--- config.mk ---
export PLATFORM = sky130hd
export DESIGN_NAME = eitmr_top
export DESIGN_NICKNAME = d
export VERILOG_FILES = /design/src/eitmr_top.v /design/src/eitmr_edge.v /design/src/eitmr_chan.v
export VERILOG_INCLUDE_DIRS = /design/src
export SDC_FILE = /design/constraint.sdc
export NUM_CORES = 1
export LEC_CHECK = 0
export BUFFER_PORTS_ARGS = -buffer_cell sky130_fd_sc_hd__buf_2
export CAP_MARGIN = 20
export CORE_ASPECT_RATIO = 0.5
export CORE_MARGIN = 2
export CORE_UTILIZATION = 58
export DETAILED_ROUTE_END_ITERATION = 12
export PLACE_DENSITY = 0.91
export SLEW_MARGIN = 25
export SYNTH_ARGS = -nofsm -noshare
export SYNTH_HDL_FRONTEND = slang
export SYNTH_SLANG_ARGS = --single-unit
--- constraint.sdc ---
create_clock -name pclk -period 2.3 [get_ports pclk]
set_input_delay 0 -clock pclk [delete_from_list [all_inputs] [get_ports pclk]]
set_output_delay 0 -clock pclk [all_outputs]
set_load 0.01 [all_outputs]
--- src/eitmr_consts.vh ---
/*
 Register offsets, field positions, clock select encodings and reset values of
 the eight-bit interval timer group.
 Assumes inclusion by the timer RTL files by bare name.
*/
`ifndef EITMR_CONSTS_VH
`define EITMR_CONSTS_VH

// Run control registers, printed byte addresses
`define EITMR_T9_RUN_CTRL 16'hF8E7
`define EITMR_TA_RUN_CTRL 16'hF8EB
`define EITMR_TB_RUN_CTRL 16'hF8EF
`define EITMR_T8_RUN_CTRL 16'hF8E3
// First control registers (clock select, mode bits)
`define EITMR_T8_CFG 16'hF8E2
`define EITMR_T9_CFG 16'hF8E6
`define EITMR_TA_CFG 16'hF8EA
`define EITMR_TB_CFG 16'hF8EE
// Compare value and count value registers
`define EITMR_T8_CMP 16'hF8E0
`define EITMR_T9_CMP 16'hF8E4
`define EITMR_TA_CMP 16'hF8E8
`define EITMR_TB_CMP 16'hF8EC
`define EITMR_T8_CNT 16'hF8F0
`define EITMR_T9_CNT 16'hF8F4
`define EITMR_TA_CNT 16'hF8F8
`define EITMR_TB_CNT 16'hF8FC
// Field positions
`define EITMR_RUN_BIT 0
`define EITMR_STAT_BIT 7
`define EITMR_CASCADE_BIT 2
`define EITMR_NEG_BIT 6
`define EITMR_ONESHOT_BIT 7
// Clock select encodings
`define EITMR_CS_LOW 2'h0
`define EITMR_CS_HIGH 2'h1
`define EITMR_CS_OFF 2'h2
`define EITMR_CS_EXT 2'h3
// Reset values
`define EITMR_CMP_RESET 8'hFF
`define EITMR_CFG_RESET 8'h00

`endif

--- src/eitmr_top.v ---
/*
 Eight-bit interval timer group: timers 8, 9, A, B behind an APB slave.
 Assumes clock sources low_speed_clock, high_speed_timebase_clock and
 the external pins are levels synchronous to pclk.
*/
// Decided for this implementation: the APB slave port.
// How it works
// - Run write sets status on first clock fall, counting starts on second
// - Match raises interrupt next fall and clears counter, counting continues
// - Each match inverts the toggle output of timers 9 and B
// - Toggle output is zero after reset and equals the polarity bit while stopped outside cascade mode
// - After run cleared, one more fall counts, then status clears
// - Restart resumes from held count without clearing
// - Any write to the count register clears the count
// - Interrupt period is compare plus one timer clocks
// - Only first period after start may be off by one clock
// - One-shot mode clears run bit on match
// - Upper timer increments on lower overflow regardless of its run bit
// - Upper timer status reads zero in cascade mode
// - Run control: bit 0 run, bit 7 read-only status
// - Clock select: low, high, idle, external
// - Cascade joins pairs and silences the lower interrupt
// - Polarity bit sets toggle output logic and initial level
`timescale 1ns/1ps
`default_nettype none
`include "eitmr_consts.vh"
module eitmr_top
#(
    parameter NCH = 4
)
(
    // APB
    input wire pclk,
    input wire presetn,
    input wire psel,
    input wire penable,
    input wire pwrite,
    input wire [15:0] paddr,
    input wire [31:0] pwdata,
    output reg [31:0] prdata,
    output reg pready,
    output reg pslverr,
    // Timer clock sources
    input wire low_speed_clock,
    input wire high_speed_timebase_clock,
    input wire [NCH-1:0] ext_clock,
    // Events and outputs
    output reg [NCH-1:0] match_interrupt,
    output reg timer9_toggle_output,
    output reg timerb_toggle_output
);
    ////////////////////////////////////////////////////////////////////////
    // Registers
    reg [NCH-1:0] run_bit;
    reg [7:0] cfg [0:NCH-1];
    reg [7:0] cmp [0:NCH-1];
    wire [7:0] cnt [0:NCH-1];
    wire [NCH-1:0] counting_flag;
    wire [NCH-1:0] irq;
    wire [NCH-1:0] ovf;
    wire [NCH-1:0] rclr;
    wire [NCH-1:0] tog;
    wire low_fall;
    wire high_fall;
    wire [NCH-1:0] ext_fall;
    reg [NCH-1:0] tick;
    reg [NCH-1:0] cnt_wr;
    reg [2:0] sel;
    reg [1:0] kind;
    reg hit_map;
    integer k;

    // Cascade bits live in timer 8 and timer A first controls
    wire casc89 = cfg[0][`EITMR_CASCADE_BIT];
    wire cascab = cfg[2][`EITMR_CASCADE_BIT];
    wire access = psel & penable & ~pready;

    ////////////////////////////////////////////////////////////////////////
    // Edge detection of shared and per-channel sources
    eitmr_edge u_low
    (
        .pclk(pclk),
        .presetn(presetn),
        .level(low_speed_clock),
        .fall(low_fall)
    );
    eitmr_edge u_high
    (
        .pclk(pclk),
        .presetn(presetn),
        .level(high_speed_timebase_clock),
        .fall(high_fall)
    );

    genvar g;
    generate
        for (g = 0; g < NCH; g = g + 1)
        begin : g_ch
            eitmr_edge u_ext
            (
                .pclk(pclk),
                .presetn(presetn),
                .level(ext_clock[g]),
                .fall(ext_fall[g])
            );
            // Odd channels are upper halves of a pair
            eitmr_chan #(.WIDTH(8)) u_chan
            (
                .pclk(pclk),
                .presetn(presetn),
                .tick(tick[g]),
                .run_bit(run_bit[g]),
                .upper_mode((g % 2 == 1) ? ((g < 2) ? casc89 : cascab) : 1'b0),
                .carry_in((g % 2 == 1) ? ovf[g-1 + (g % 2 == 0)] : 1'b0),
                .no_irq((g % 2 == 0) ? ((g < 2) ? casc89 : cascab) : 1'b0),
                .one_shot(cfg[g][`EITMR_ONESHOT_BIT]),
                .neg(cfg[g][`EITMR_NEG_BIT]),
                .cnt_wr(cnt_wr[g]),
                .compare_value(cmp[g]),
                .count_value(cnt[g]),
                .counting_flag(counting_flag[g]),
                .match_interrupt(irq[g]),
                .overflow(ovf[g]),
                .run_clear(rclr[g]),
                .toggle_output(tog[g])
            );
        end
    endgenerate

    ////////////////////////////////////////////////////////////////////////
    // Clock select per channel
    always @*
    begin
        for (k = 0; k < NCH; k = k + 1)
        begin
            case (cfg[k][1:0])
                `EITMR_CS_LOW: tick[k] = low_fall;
                `EITMR_CS_HIGH: tick[k] = high_fall;
                `EITMR_CS_EXT: tick[k] = ext_fall[k];
                default: tick[k] = 1'b0;
            endcase
        end
    end

    ////////////////////////////////////////////////////////////////////////
    // Address decode: sel is channel, kind is register type
    always @*
    begin
        sel = 3'h0;
        kind = 2'h0;
        hit_map = 1'b1;
        case (paddr)
            `EITMR_T8_RUN_CTRL:
            begin
                sel = 3'h0;
                kind = 2'h0;
            end
            `EITMR_T9_RUN_CTRL:
            begin
                sel = 3'h1;
                kind = 2'h0;
            end
            `EITMR_TA_RUN_CTRL:
            begin
                sel = 3'h2;
                kind = 2'h0;
            end
            `EITMR_TB_RUN_CTRL:
            begin
                sel = 3'h3;
                kind = 2'h0;
            end
            `EITMR_T8_CFG:
            begin
                sel = 3'h0;
                kind = 2'h1;
            end
            `EITMR_T9_CFG:
            begin
                sel = 3'h1;
                kind = 2'h1;
            end
            `EITMR_TA_CFG:
            begin
                sel = 3'h2;
                kind = 2'h1;
            end
            `EITMR_TB_CFG:
            begin
                sel = 3'h3;
                kind = 2'h1;
            end
            `EITMR_T8_CMP:
            begin
                sel = 3'h0;
                kind = 2'h2;
            end
            `EITMR_T9_CMP:
            begin
                sel = 3'h1;
                kind = 2'h2;
            end
            `EITMR_TA_CMP:
            begin
                sel = 3'h2;
                kind = 2'h2;
            end
            `EITMR_TB_CMP:
            begin
                sel = 3'h3;
                kind = 2'h2;
            end
            `EITMR_T8_CNT:
            begin
                sel = 3'h0;
                kind = 2'h3;
            end
            `EITMR_T9_CNT:
            begin
                sel = 3'h1;
                kind = 2'h3;
            end
            `EITMR_TA_CNT:
            begin
                sel = 3'h2;
                kind = 2'h3;
            end
            `EITMR_TB_CNT:
            begin
                sel = 3'h3;
                kind = 2'h3;
            end
            // Unmapped: answered with an error, nothing written
            default: hit_map = 1'b0;
        endcase
    end

    // Count register write strobe, one cycle
    always @*
    begin
        cnt_wr = {NCH{1'b0}};
        if (access && pwrite && hit_map && kind == 2'h3)
            cnt_wr[sel[1:0]] = 1'b1;
    end

    ////////////////////////////////////////////////////////////////////////
    // APB slave: one wait state, answer in the second access cycle
    always @(posedge pclk or negedge presetn)
    begin
        if (!presetn)
        begin
            pready <= 1'b0;
            pslverr <= 1'b0;
            prdata <= 32'h00000000;
            run_bit <= {NCH{1'b0}};
            for (k = 0; k < NCH; k = k + 1)
            begin
                cfg[k] <= `EITMR_CFG_RESET;
                cmp[k] <= `EITMR_CMP_RESET;
            end
        end
        else
        begin
            pready <= access;
            pslverr <= access & ~hit_map;
            // One-shot match drops the run bit
            run_bit <= run_bit & ~rclr;
            if (access && pwrite && hit_map)
            begin
                case (kind)
                    2'h0: run_bit[sel[1:0]] <= pwdata[`EITMR_RUN_BIT];
                    2'h1: cfg[sel[1:0]] <= pwdata[7:0];
                    2'h2: cmp[sel[1:0]] <= pwdata[7:0];
                    default: ;
                endcase
            end
            if (access && !pwrite && hit_map)
            begin
                case (kind)
                    2'h0: prdata <= {24'h000000, counting_flag[sel[1:0]], 6'h00,
                        run_bit[sel[1:0]]};
                    2'h1: prdata <= {24'h000000, cfg[sel[1:0]]};
                    2'h2: prdata <= {24'h000000, cmp[sel[1:0]]};
                    default: prdata <= {24'h000000, cnt[sel[1:0]]};
                endcase
            end
            else if (access)
                prdata <= 32'h00000000;
        end
    end

    ////////////////////////////////////////////////////////////////////////
    // Registered event and pin outputs
    always @(posedge pclk or negedge presetn)
    begin
        if (!presetn)
        begin
            match_interrupt <= {NCH{1'b0}};
            timer9_toggle_output <= 1'b0;
            timerb_toggle_output <= 1'b0;
        end
        else
        begin
            match_interrupt <= irq;
            timer9_toggle_output <= tog[1];
            timerb_toggle_output <= tog[3];
        end
    end
endmodule // eitmr_top
`default_nettype wire

--- src/eitmr_edge.v ---
/*
 Falling edge detector for one timer clock source.
 Assumes the clock source is synchronous to pclk.
*/
`timescale 1ns/1ps
`default_nettype none
module eitmr_edge
(
    // System
    input wire pclk,
    input wire presetn,
    // Source
    input wire level,
    output wire fall
);
    reg last;

    // Remember previous level
    always @(posedge pclk or negedge presetn)
    begin
        if (!presetn)
            last <= 1'b0;
        else
            last <= level;
    end

    assign fall = last & ~level;
endmodule // eitmr_edge
`default_nettype wire

--- src/eitmr_chan.v ---
/*
 One eight-bit timer channel: run/status handshake, compare, interrupt,
 toggle output, one-shot and cascade increment.
 Assumes tick is a one-cycle pulse per selected timer clock falling edge.
*/
`timescale 1ns/1ps
`default_nettype none
module eitmr_chan
#(
    parameter WIDTH = 8
)
(
    // System
    input wire pclk,
    input wire presetn,
    // Control
    input wire tick,
    input wire run_bit,
    input wire upper_mode,
    input wire carry_in,
    input wire no_irq,
    input wire one_shot,
    input wire neg,
    input wire cnt_wr,
    input wire [WIDTH-1:0] compare_value,
    // State
    output reg [WIDTH-1:0] count_value,
    output reg counting_flag,
    output reg match_interrupt,
    output reg overflow,
    output reg run_clear,
    output reg toggle_output
);
    wire step;
    wire hit;
    reg tog;

    // Upper half steps on the lower carry, not on its own clock
    assign step = upper_mode ? carry_in : (tick & counting_flag);
    assign hit = (count_value == compare_value);

    // Counting, match and output state
    always @(posedge pclk or negedge presetn)
    begin
        if (!presetn)
        begin
            count_value <= {WIDTH{1'b0}};
            counting_flag <= 1'b0;
            match_interrupt <= 1'b0;
            overflow <= 1'b0;
            run_clear <= 1'b0;
            tog <= 1'b0;
            toggle_output <= 1'b0;
        end
        else
        begin
            match_interrupt <= 1'b0;
            overflow <= 1'b0;
            run_clear <= 1'b0;
            // Status follows run on a timer clock edge; last edge still counts
            if (upper_mode)
                counting_flag <= 1'b0;
            else if (tick)
                counting_flag <= run_bit;
            if (cnt_wr)
                count_value <= {WIDTH{1'b0}};
            else if (step)
            begin
                if (hit)
                begin
                    count_value <= {WIDTH{1'b0}};
                    match_interrupt <= ~no_irq;
                    overflow <= 1'b1;
                    tog <= ~tog;
                    run_clear <= one_shot;
                end
                else
                    count_value <= count_value + 1'b1;
            end
            // Output idles at its stopped level
            if (!counting_flag && !upper_mode && !run_bit)
                tog <= 1'b0;
            toggle_output <= tog ^ neg;
        end
    end
endmodule // eitmr_chan
`default_nettype wire

### Yosys cells after proc, flatten, opt, wreduce, memory -nomap -nowiden

Index checks and enable logic that the tools add are counted.
W data, S select, Z words.

| word-level totals | value |
|---|---|
| flip-flop bits (word level) | 164 |
| input bits | 59 |
| logic and storage cells | 248 |

| cells by class | value |
|---|---|
| add/subtract/negate cells | 4 |
| $lt $le $gt $ge | 4 |
| equal/unequal tests | 33 |
| multiplexer cells | 89 |
| bitwise operators | 30 |
| reduce and logical (&&, ||, !) cells | 45 |

Operators with widths:

| operator | count |
|---|---|
| $eq A16 B16 Y1 const B | 16 |
| $mux W8 | 19 |
| $bwmux W32 | 2 |
| $mux W32 | 2 |
| $bmux W8 S2 | 3 |
| $mux W1 | 48 |
| $add A8 B1 Y8 const B | 4 |
| $eq A8 B8 Y1 | 4 |
| $pmux W8 S3 | 1 |
| $reduce_or A4 Y1 | 6 |
| $reduce_bool A2 Y1 | 11 |
| $demux W8 S2 | 1 |
| $reduce_or A16 Y1 | 1 |
| $and A1 B1 Y1 | 13 |
| $eq A2 B2 Y1 const B | 6 |
| $mux W4 | 3 |
| $not A1 Y1 | 12 |
| $pmux W1 S3 | 4 |
| $pmux W2 S3 | 2 |
| $logic_and A1 B1 Y1 | 11 |
| $eq A2 B1 Y1 const B | 5 |
| $logic_not A2 Y1 | 5 |
| $logic_not A1 Y1 | 7 |
| $reduce_and A3 Y1 | 2 |
| other kinds (13) | 17 |

### Depth between registers and ports, before layout

Gate-level depths: netlist (run 1).

| logic depth | value |
|---|---|
| depth after elaboration | 10 |
| depth in mapped cells | 9 |
| depth with buffers taken out | 7 |

### Cells and area by module

A second synthesis (run 1) with hierarchy kept.

| unflattened totals | value |
|---|---|
| cell total of the unflattened synthesis | 725 |
| area total of the unflattened synthesis | 7975.1 µm² |

Modules (own cells, without submodules):

| module | instances | cells an instance | area each (µm²) |
|---|---|---|---|
| eitmr_top | 1 | 421 | 4659.5 |
| eitmr_chan | 4 | 73 | 770.7 |
| eitmr_edge | 6 | 2 | 38.8 |

### Worst setup path after synthesis (run 1)

OpenSTA, ideal clock, no wires.

| timing | value |
|---|---|
| kind | register to register |
| start | register pready |
| end | register g_ch[0].u_chan.count_value[4] |
| setup time | 0.121 ns |
| data arrival time | 1.900 ns |
| slack | 0.279 ns |
| stages on the path, launching flop included | 9 |
| path buffers | 1 |
| period minus slack after synthesis | 2.021 ns |
| cell sequence | dfrtp_1 > nand3b_1 > inv_1 > nand2_1 > nor4_2 > nor3b_1 > buf_2 > a21o_1 > a22o_1 |

| between the ends | value |
|---|---|
| cells in the longest elaborated chain, start to end | 7 |

Ends and longest elaborated chain:

| what | line | text |
|---|---|---|
| from (decl) | eitmr_top.v:41 | `output reg pready,` |
| from (signal assigned) | eitmr_top.v:264 | `pready <= access;` |
| $not A1 Y1 * | eitmr_top.v:76 | `wire access = psel & penable & ~pready;` |
| $and A1 B1 Y1 * | eitmr_top.v:76 |  |
| named net access | eitmr_top.v:76 |  |
| $logic_and A1 B1 Y1 * (3 in a row) | eitmr_top.v:242 | `if (access && pwrite && hit_map && kind == 2'h3)` |
| $mux W4 * | eitmr_top.v:242 |  |
| $mux W8 / $reduce_bool A2 Y1 (equally long branches) | - |  |
| to (signal assigned) | eitmr_chan.v:66 | `count_value <= {WIDTH{1'b0}};` |
| to (signal assigned) | eitmr_chan.v:71 | `count_value <= {WIDTH{1'b0}};` |
| to (signal assigned) | eitmr_chan.v:78 | `count_value <= count_value + 1'b1;` |
| to (decl) | eitmr_chan.v:27 | `output reg [WIDTH-1:0] count_value,` |

The timed path passes the listed nets; every way through them passes the cells marked *.
A chain may end at the register's enable or synchronous reset.

### Worst setup path in the final report (run 1)

| timing | value |
|---|---|
| start | register cfg[16] (netlist bit) |
| end | register g_ch[1].u_chan.tog |

| between the ends | value |
|---|---|
| cells in the longest elaborated chain, start to end | 6 |

Ends and longest elaborated chain:

| what | line | text |
|---|---|---|
| from (decl) | eitmr_top.v:55 | `reg [7:0] cfg [0:NCH-1];` |
| from (signal, indexed assignment) | eitmr_top.v:258 | `` cfg[k] <= `EITMR_CFG_RESET; `` |
| from (signal, indexed assignment) | eitmr_top.v:272 | `2'h1: cfg[sel[1:0]] <= pwdata[7:0];` |
| $eq A2 B2 Y1 (tied with other cells) | eitmr_top.v:136 | `case (cfg[k][1:0])` |
| $pmux W1 S3 * | eitmr_top.v:136 |  |
| $and A1 B1 Y1 * | eitmr_chan.v:39 | `assign step = upper_mode ? carry_in : (tick & counting_flag);` |
| $mux W1 * | eitmr_chan.v:39 |  |
| $reduce_bool A2 Y1 (no source line) * | - |  |
| $reduce_and A3 Y1 (no source line) * | - |  |
| to (signal assigned) | eitmr_chan.v:74 | `tog <= ~tog;` |
| to (decl) | eitmr_chan.v:36 | `reg tog;` |

Mark *: on every way between the ends. The rest lies on a longest branch, timed or not.

==> results of run 1 <==
## cells by family after synthesis
family | Yosys count
simple gates | 252
flops | 140
compound gates | 139
mux | 85
buf+inv | 53
xor+xnor | 41
fa+ha+maj | 4
other cells | 1
## through the flow
stage	area (µm²)	utilization	instances	power (mW)
6_report	9040	0.710	1002	5.98
5_1_grt	9040	0.710	1002	6.12
4_1_cts	9030	0.709	1002	5.97
3_5_place_dp	8260	0.648	956	3.01
3_3_place_gp	8260	0.648	956	2.99
2_1_floorplan	7700	-	738	2.83
## worst max path at each step
stage | from | end | slack (ns)
floorplan | pready | g_ch[0].u_chan.count_value[4] | 0.28
global route | g_ch[3].u_chan.count_value[5] | g_ch[3].u_chan.tog | 0.02
CTS | cfg[16] | g_ch[1].u_chan.count_value[4] | 0.12
global placement | pready | g_ch[0].u_chan.count_value[5] | 0.23
finish | cfg[16] | g_ch[1].u_chan.tog | 0.15
detailed placement | pready | g_ch[0].u_chan.count_value[5] | 0.20
## power by group
group          total [mW]  switching (mW)  internal [mW]  leakage, nW
clock                2.98            1.12           1.85        0.297
combinational       0.426           0.280          0.146         2.20
sequential           2.58          0.0396           2.54         1.77
total                5.98            1.44           4.54         4.26
## flip-flops by register name (all words and copies together), names as in the netlist, 2 cells and up
| name | cells |
|---|---|
| g_ch.u_chan.toggle_output | 2 |
| g_ch.u_chan.count_value | 32 |
| g_ch.u_chan.counting_flag | 4 |
| g_ch.u_chan.run_clear | 4 |
| cmp | 32 |
| match_interrupt | 4 |
| run_bit | 4 |
| cfg | 30 |
| prdata | 8 |
| g_ch.u_chan.overflow | 2 |
| g_ch.u_ext.last | 4 |
| g_ch.u_chan.match_interrupt | 4 |
| g_ch.u_chan.tog | 2 |
## synthesized netlist by cell type (4+ instances only)
cell,count,area (µm²)
inv_1,6,22.5
xnor2_1,19,166
nor2b_1,14,87.6
a21o_1,10,75.1
dfrtp_1,108,2700
o22ai_1,9,56.3
nand3_1,25,125
o21ai_0,17,85.1
and3_1,13,81.3
clkbuf_1,13,48.8
nand2b_1,8,50.1
nand2_2,4,25.0
nand4_1,12,75.1
xor2_1,22,193
mux2_2,77,867
nand2_1,56,210
o21a_1,4,30.0
nor4_1,10,62.6
nor2_1,46,173
a22o_1,14,123
dfstp_2,32,841
nor3b_1,5,37.5
buf_4,24,180
nor3_1,10,50.1
a21oi_1,38,190
nand3b_1,8,60.1
a31o_2,4,35.0
nor4_2,5,62.6
ha_1,4,50.1
and2_1,8,50.1
mux2i_1,6,60.1
buf_2,8,40.0
a22oi_1,17,128
or2_2,4,25.0
## what timing repair did
item	CTS	global route
resized for setup	0	2
buffers inserted	0	0
endpoints found under the setup margin	0	8
hold endpoints to repair	97	0
hold buffers	14	0
## area by class of cell
type | count | area share
tap | 170 | 0.0235
inverter | 6 | 0.00249
timing repair buffer | 109 | 0.0854
multi-input combinational | 545 | 0.427
sequential | 140 | 0.392
clock inverter | 13 | 0.0210
clock buffer | 19 | 0.0490
## critical path: cells and delay by family (launching register included)
kind | cells | cell delay (ns)
DFF | 1 | 0.42
and+or+nand+nor | 3 | 0.71
xor gates and xnor gates | 1 | 0.16
AOI/OAI and AO/OA | 2 | 0.72
## layer usage
layer	vias to the layer above	global-route usage
li1	2781	-
met1	3253	0.455
met2	473	0.515
met3	109	0.140
met4	0	0.171
met5	-	0
==> flow_metrics.tcl, run 1 <==
set metrics [dict create \
    timing.max_cap.violations 0 \
    worstMarginPinSlew_ns 0.674 \
    synth_top_family_by_area "simple AND/OR/NAND/NOR gates" \
    yosys.area_share.xor_xnor 0.0472 \
    cts_tree "built" \
    timing.final.crit_share 0.934 \
    die-area_um2 14100 \
    clk_path_buf_depth 2 \
    rows 29 \
    place_congestion 1.03 \
    grt_pass1_vias 6572 \
    gr-total-overflow 0 \
    min_to "cfg[15]" \
    synthAdderAreaFrac 0.00658 \
    place_ws_ns 0.196 \
    reg2reg_depth 6 \
    final_common_cell "dfrtp_1" \
    end_kind "register" \
    synth_simple_gate_area_frac 0.189 \
    finalHoldViolations 0 \
    clock-sinks 140 \
    ioPinCount 99 \
    min_path_cells 2 \
    syn_area_um2 7610 \
    die_h_um 85 \
    synth-compound-area-share 0.124 \
    rsz0062_at_grt "no" \
    nets 882 \
    start_util 0.598 \
    h-tree-depth 4 \
    dieWidth_um 166 \
    drtIter0Drc 842 \
    crit_path_max_fanout 10 \
    p_leak_nw 4.26 \
    core-area_um2 12700 \
    skew_ns 0.0112 \
    clk_root_buffer_cell "clkbuf_16" \
    r2r-end "g_ch[1].u_chan.tog" \
    syn_avg_cell_area_um2 10.6 \
    required_ns 2.58 \
    synth_seq_cells 140 \
    fin_setup_tns_ns 0 \
    grt_max_degree 66 \
    area_delta_synth_final_pct 18.8 \
    layout-drive-gt1-share 0.321 \
    slew_headroom 0.546 \
    register_area_um2 3540 \
    cp-start-kind "register" \
    vdd.ir_drop.worst_v 0.000555 \
    clock_latency_ns 0.43 \
    hp-start "pwdata[7]" \
    reg2reg_from "cfg[16]" \
    arrival_ns 2.43 \
    status "finished, final reports clean" \
    r2r_slack_ns 0.15 \
    grt_pass1_wl_um 36900 \
    worstSetupPathType "reg2reg" \
    top_layer "met4" \
    routed_wl_um 24100 \
    period_minus_slack_ns 2.15 \
    ys_types 72 \
    synth_cells 715 \
    grt_usage 0.350 \
    muxShareOfSynthArea 0.126 \
    viasPerCell 6.60 \
    place.detailed.hpwl_um 16400 \
    cts-buffers-inserted 17 \
    io_buffers 50 \
    hold_path_class "in2reg" \
    postLayoutSetupSlackWorst_ns 0.151 \
    fillers 857 \
    ys.flop_type "dfrtp_1" \
    crit_chain "nor3b_1, a211o_1, a32o_1, and3b_1, xnor2_1, nor2_1" \
    max_freq_ghz 0.465 \
    setup_viol 0 \
    layout_common_cells "dfrtp_1, mux2_2, nand2_1" \
    ys_warn_count 0 \
    timing.hold.ws_ns 0.0389 \
    synth_edf_count 0 \
    wl_per_cell_um 24.0 \
    crit_path_top_delay_cell "a32o_1" \
    met3WireLength_um 3180 \
    first_pass_iters 6 \
    clk_pin_slew_ns 0.06 \
    dr_wl_met2_um 10200 \
    async_reset_ff_frac 1.00 \
    detail-route-antenna-nets 0 \
    slew_viol_final 0 \
    multi_input_area_um2 3860 \
    power.density_nw_per_um2 662 \
    seq_area_frac_synth 0.466 \
    cpPeakStageDelay_ns 0.53 \
    met1_length_um 9560 \
    antenna_found_initial 0 \
    num_vias 6616 \
    antenna_cells 0 \
    drc_errors 0 \
]
Power figures use the tool's default switching activity.
==> run 2: changes to the inputs <==
==> constraint.sdc (replaced) <==
create_clock -name pclk -period 2.3 [get_ports pclk]
set_input_delay 0.345 -clock pclk [delete_from_list [all_inputs] [get_ports pclk]]
set_output_delay 0.345 -clock pclk [all_outputs]
set_load 0.01 [all_outputs]
==> flow_metrics.tcl, run 2 (synthesized netlist as in run 1, its figures left out) <==
set metrics [dict create \
    status "finished, final reports clean" \
    cts_tree "built" \
    hold_path_class "in2reg" \
    clock-sinks 140 \
    die_h_um 85 \
    timing.max_cap.violations 0 \
    cp-start-kind "register" \
    grt_pass1_vias 6409 \
    layout-drive-gt1-share 0.345 \
    period_minus_slack_ns 2.17 \
    p_leak_nw 4.33 \
    layout_common_cells "dfrtp_1, mux2_2, buf_4" \
    min_path_cells 1 \
    min_to "g_ch[1].u_ext.last" \
    ioPinCount 99 \
    gr-total-overflow 0 \
    routed_wl_um 23700 \
    drc_errors 0 \
    worstSetupPathType "reg2reg" \
    h-tree-depth 4 \
    vdd.ir_drop.worst_v 0.000494 \
    die-area_um2 14100 \
    skew_ns 0.0124 \
    clk_root_buffer_cell "clkbuf_16" \
    io_buffers 50 \
    slew_headroom 0.450 \
    grt_usage 0.349 \
    required_ns 2.67 \
    final_common_cell "dfrtp_1" \
    end_kind "register" \
    top_regs "cmp: 32 flops, g_ch.u_chan.count_value: 32 flops, cfg: 30 flops" \
    reg2reg_depth 5 \
    rows 29 \
    hp-start "ext_clock[1]" \
    clk_path_buf_depth 2 \
    nets 893 \
    timing.final.crit_share 0.945 \
    first_pass_iters 5 \
    viasPerCell 6.55 \
    r2r-end "g_ch[0].u_chan.count_value[7]" \
    core-area_um2 12700 \
    setup_viol 0 \
    drtIter0Drc 978 \
    r2r_slack_ns 0.13 \
    fin_setup_tns_ns 0 \
    grt_max_degree 58 \
    postCtsSetupBuffers 0 \
    slew_viol_final 0 \
    area_delta_synth_final_pct 19.2 \
    clock_latency_ns 0.43 \
    dieWidth_um 166 \
    wl_per_cell_um 23.4 \
    num_vias 6644 \
    postLayoutSetupSlackWorst_ns 0.126 \
    crit_path_max_fanout 7 \
    max_freq_ghz 0.460 \
    arrival_ns 2.54 \
    finalHoldViolations 0 \
    place.detailed.hpwl_um 17100 \
    place_congestion 1.07 \
    final_util 0.713 \
    reg2reg_from "cfg[25]" \
    total_power_mw 5.86 \
    cts-buffers-inserted 17 \
    antenna_found_initial 1 \
    detail-route-antenna-nets 0 \
    grt_pass1_wl_um 36800 \
    power.density_nw_per_um2 645 \
    clk_pin_slew_ns 0.07 \
    place_ws_ns -0.00317 \
    worstMarginPinSlew_ns 0.817 \
    start_util 0.598 \
    rsz0062_at_grt "no" \
]
## run 2: what timing repair did
item / in CTS / in global routing
hold endpoints to repair: 26 / 0
hold buffers: 1 / 0
setup endpoints to repair: 0 / 4
gates resized for setup: 0 / 2
## run 2: worst max-delay path, stage by stage, from the launching register on
cell	delay, ns
dfrtp_1	0.43
and4b_1	0.24
o21ai_0	0.66
nor2b_1	0.50
a22oi_1	0.18
nand2_1	0.10
## run 2: power by group
| part | internal, mW | switching, mW |
|---|---|---|
| Combinational | 0.143 | 0.270 |
| Clock | 1.68 | 1.19 |
| Sequential | 2.54 | 0.0356 |
## run 2: final cells by class
class,instances,area (µm²)
Sequential cell,140,3540
Timing Repair Buffer,120,822
Tap cell,170,213
Clock buffer,19,453
Clock inverter,13,158
Fill cell,865,3660
Antenna cell,1,2.50
Multi-Input combinational cell,545,3860
Inverter,6,22.5
## run 2: through the flow
step                cells  cell area (µm²)  hold slack [ns]
floorplan             738             7700           0.0494
global placement      980             8440            0.285
detailed placement    980             8440            0.290
CTS                  1013             9060           0.0258
global route         1013             9070           0.0291
finish               1014             9070           0.0324
## run 2: worst max-delay path by stage
stage	end	from	slack, ns	cells after the start
2_1_floorplan	cascab	paddr[0]	0.13	6
3_3_place_gp	prdata[2]	paddr[8]	0.07	8
3_5_place_dp	prdata[4]	paddr[8]	-0.003	7
4_1_cts	g_ch[0].u_chan.count_value[3]	cfg[24]	0.07	7
5_1_grt	g_ch[3].u_chan.tog	pready	0.001	9
6_report	g_ch[0].u_chan.count_value[7]	cfg[25]	0.13	5
## run 2: metal layers
metal	track usage	share of wire	routed length (µm)	vias up
met5	0	0	0	-
met4	0.131	0.029	679	0
met3	0.0947	0.12	2860	66
met2	0.515	0.42	10100	448
met1	0.499	0.43	10100	3322
li1	-	-	-	2808
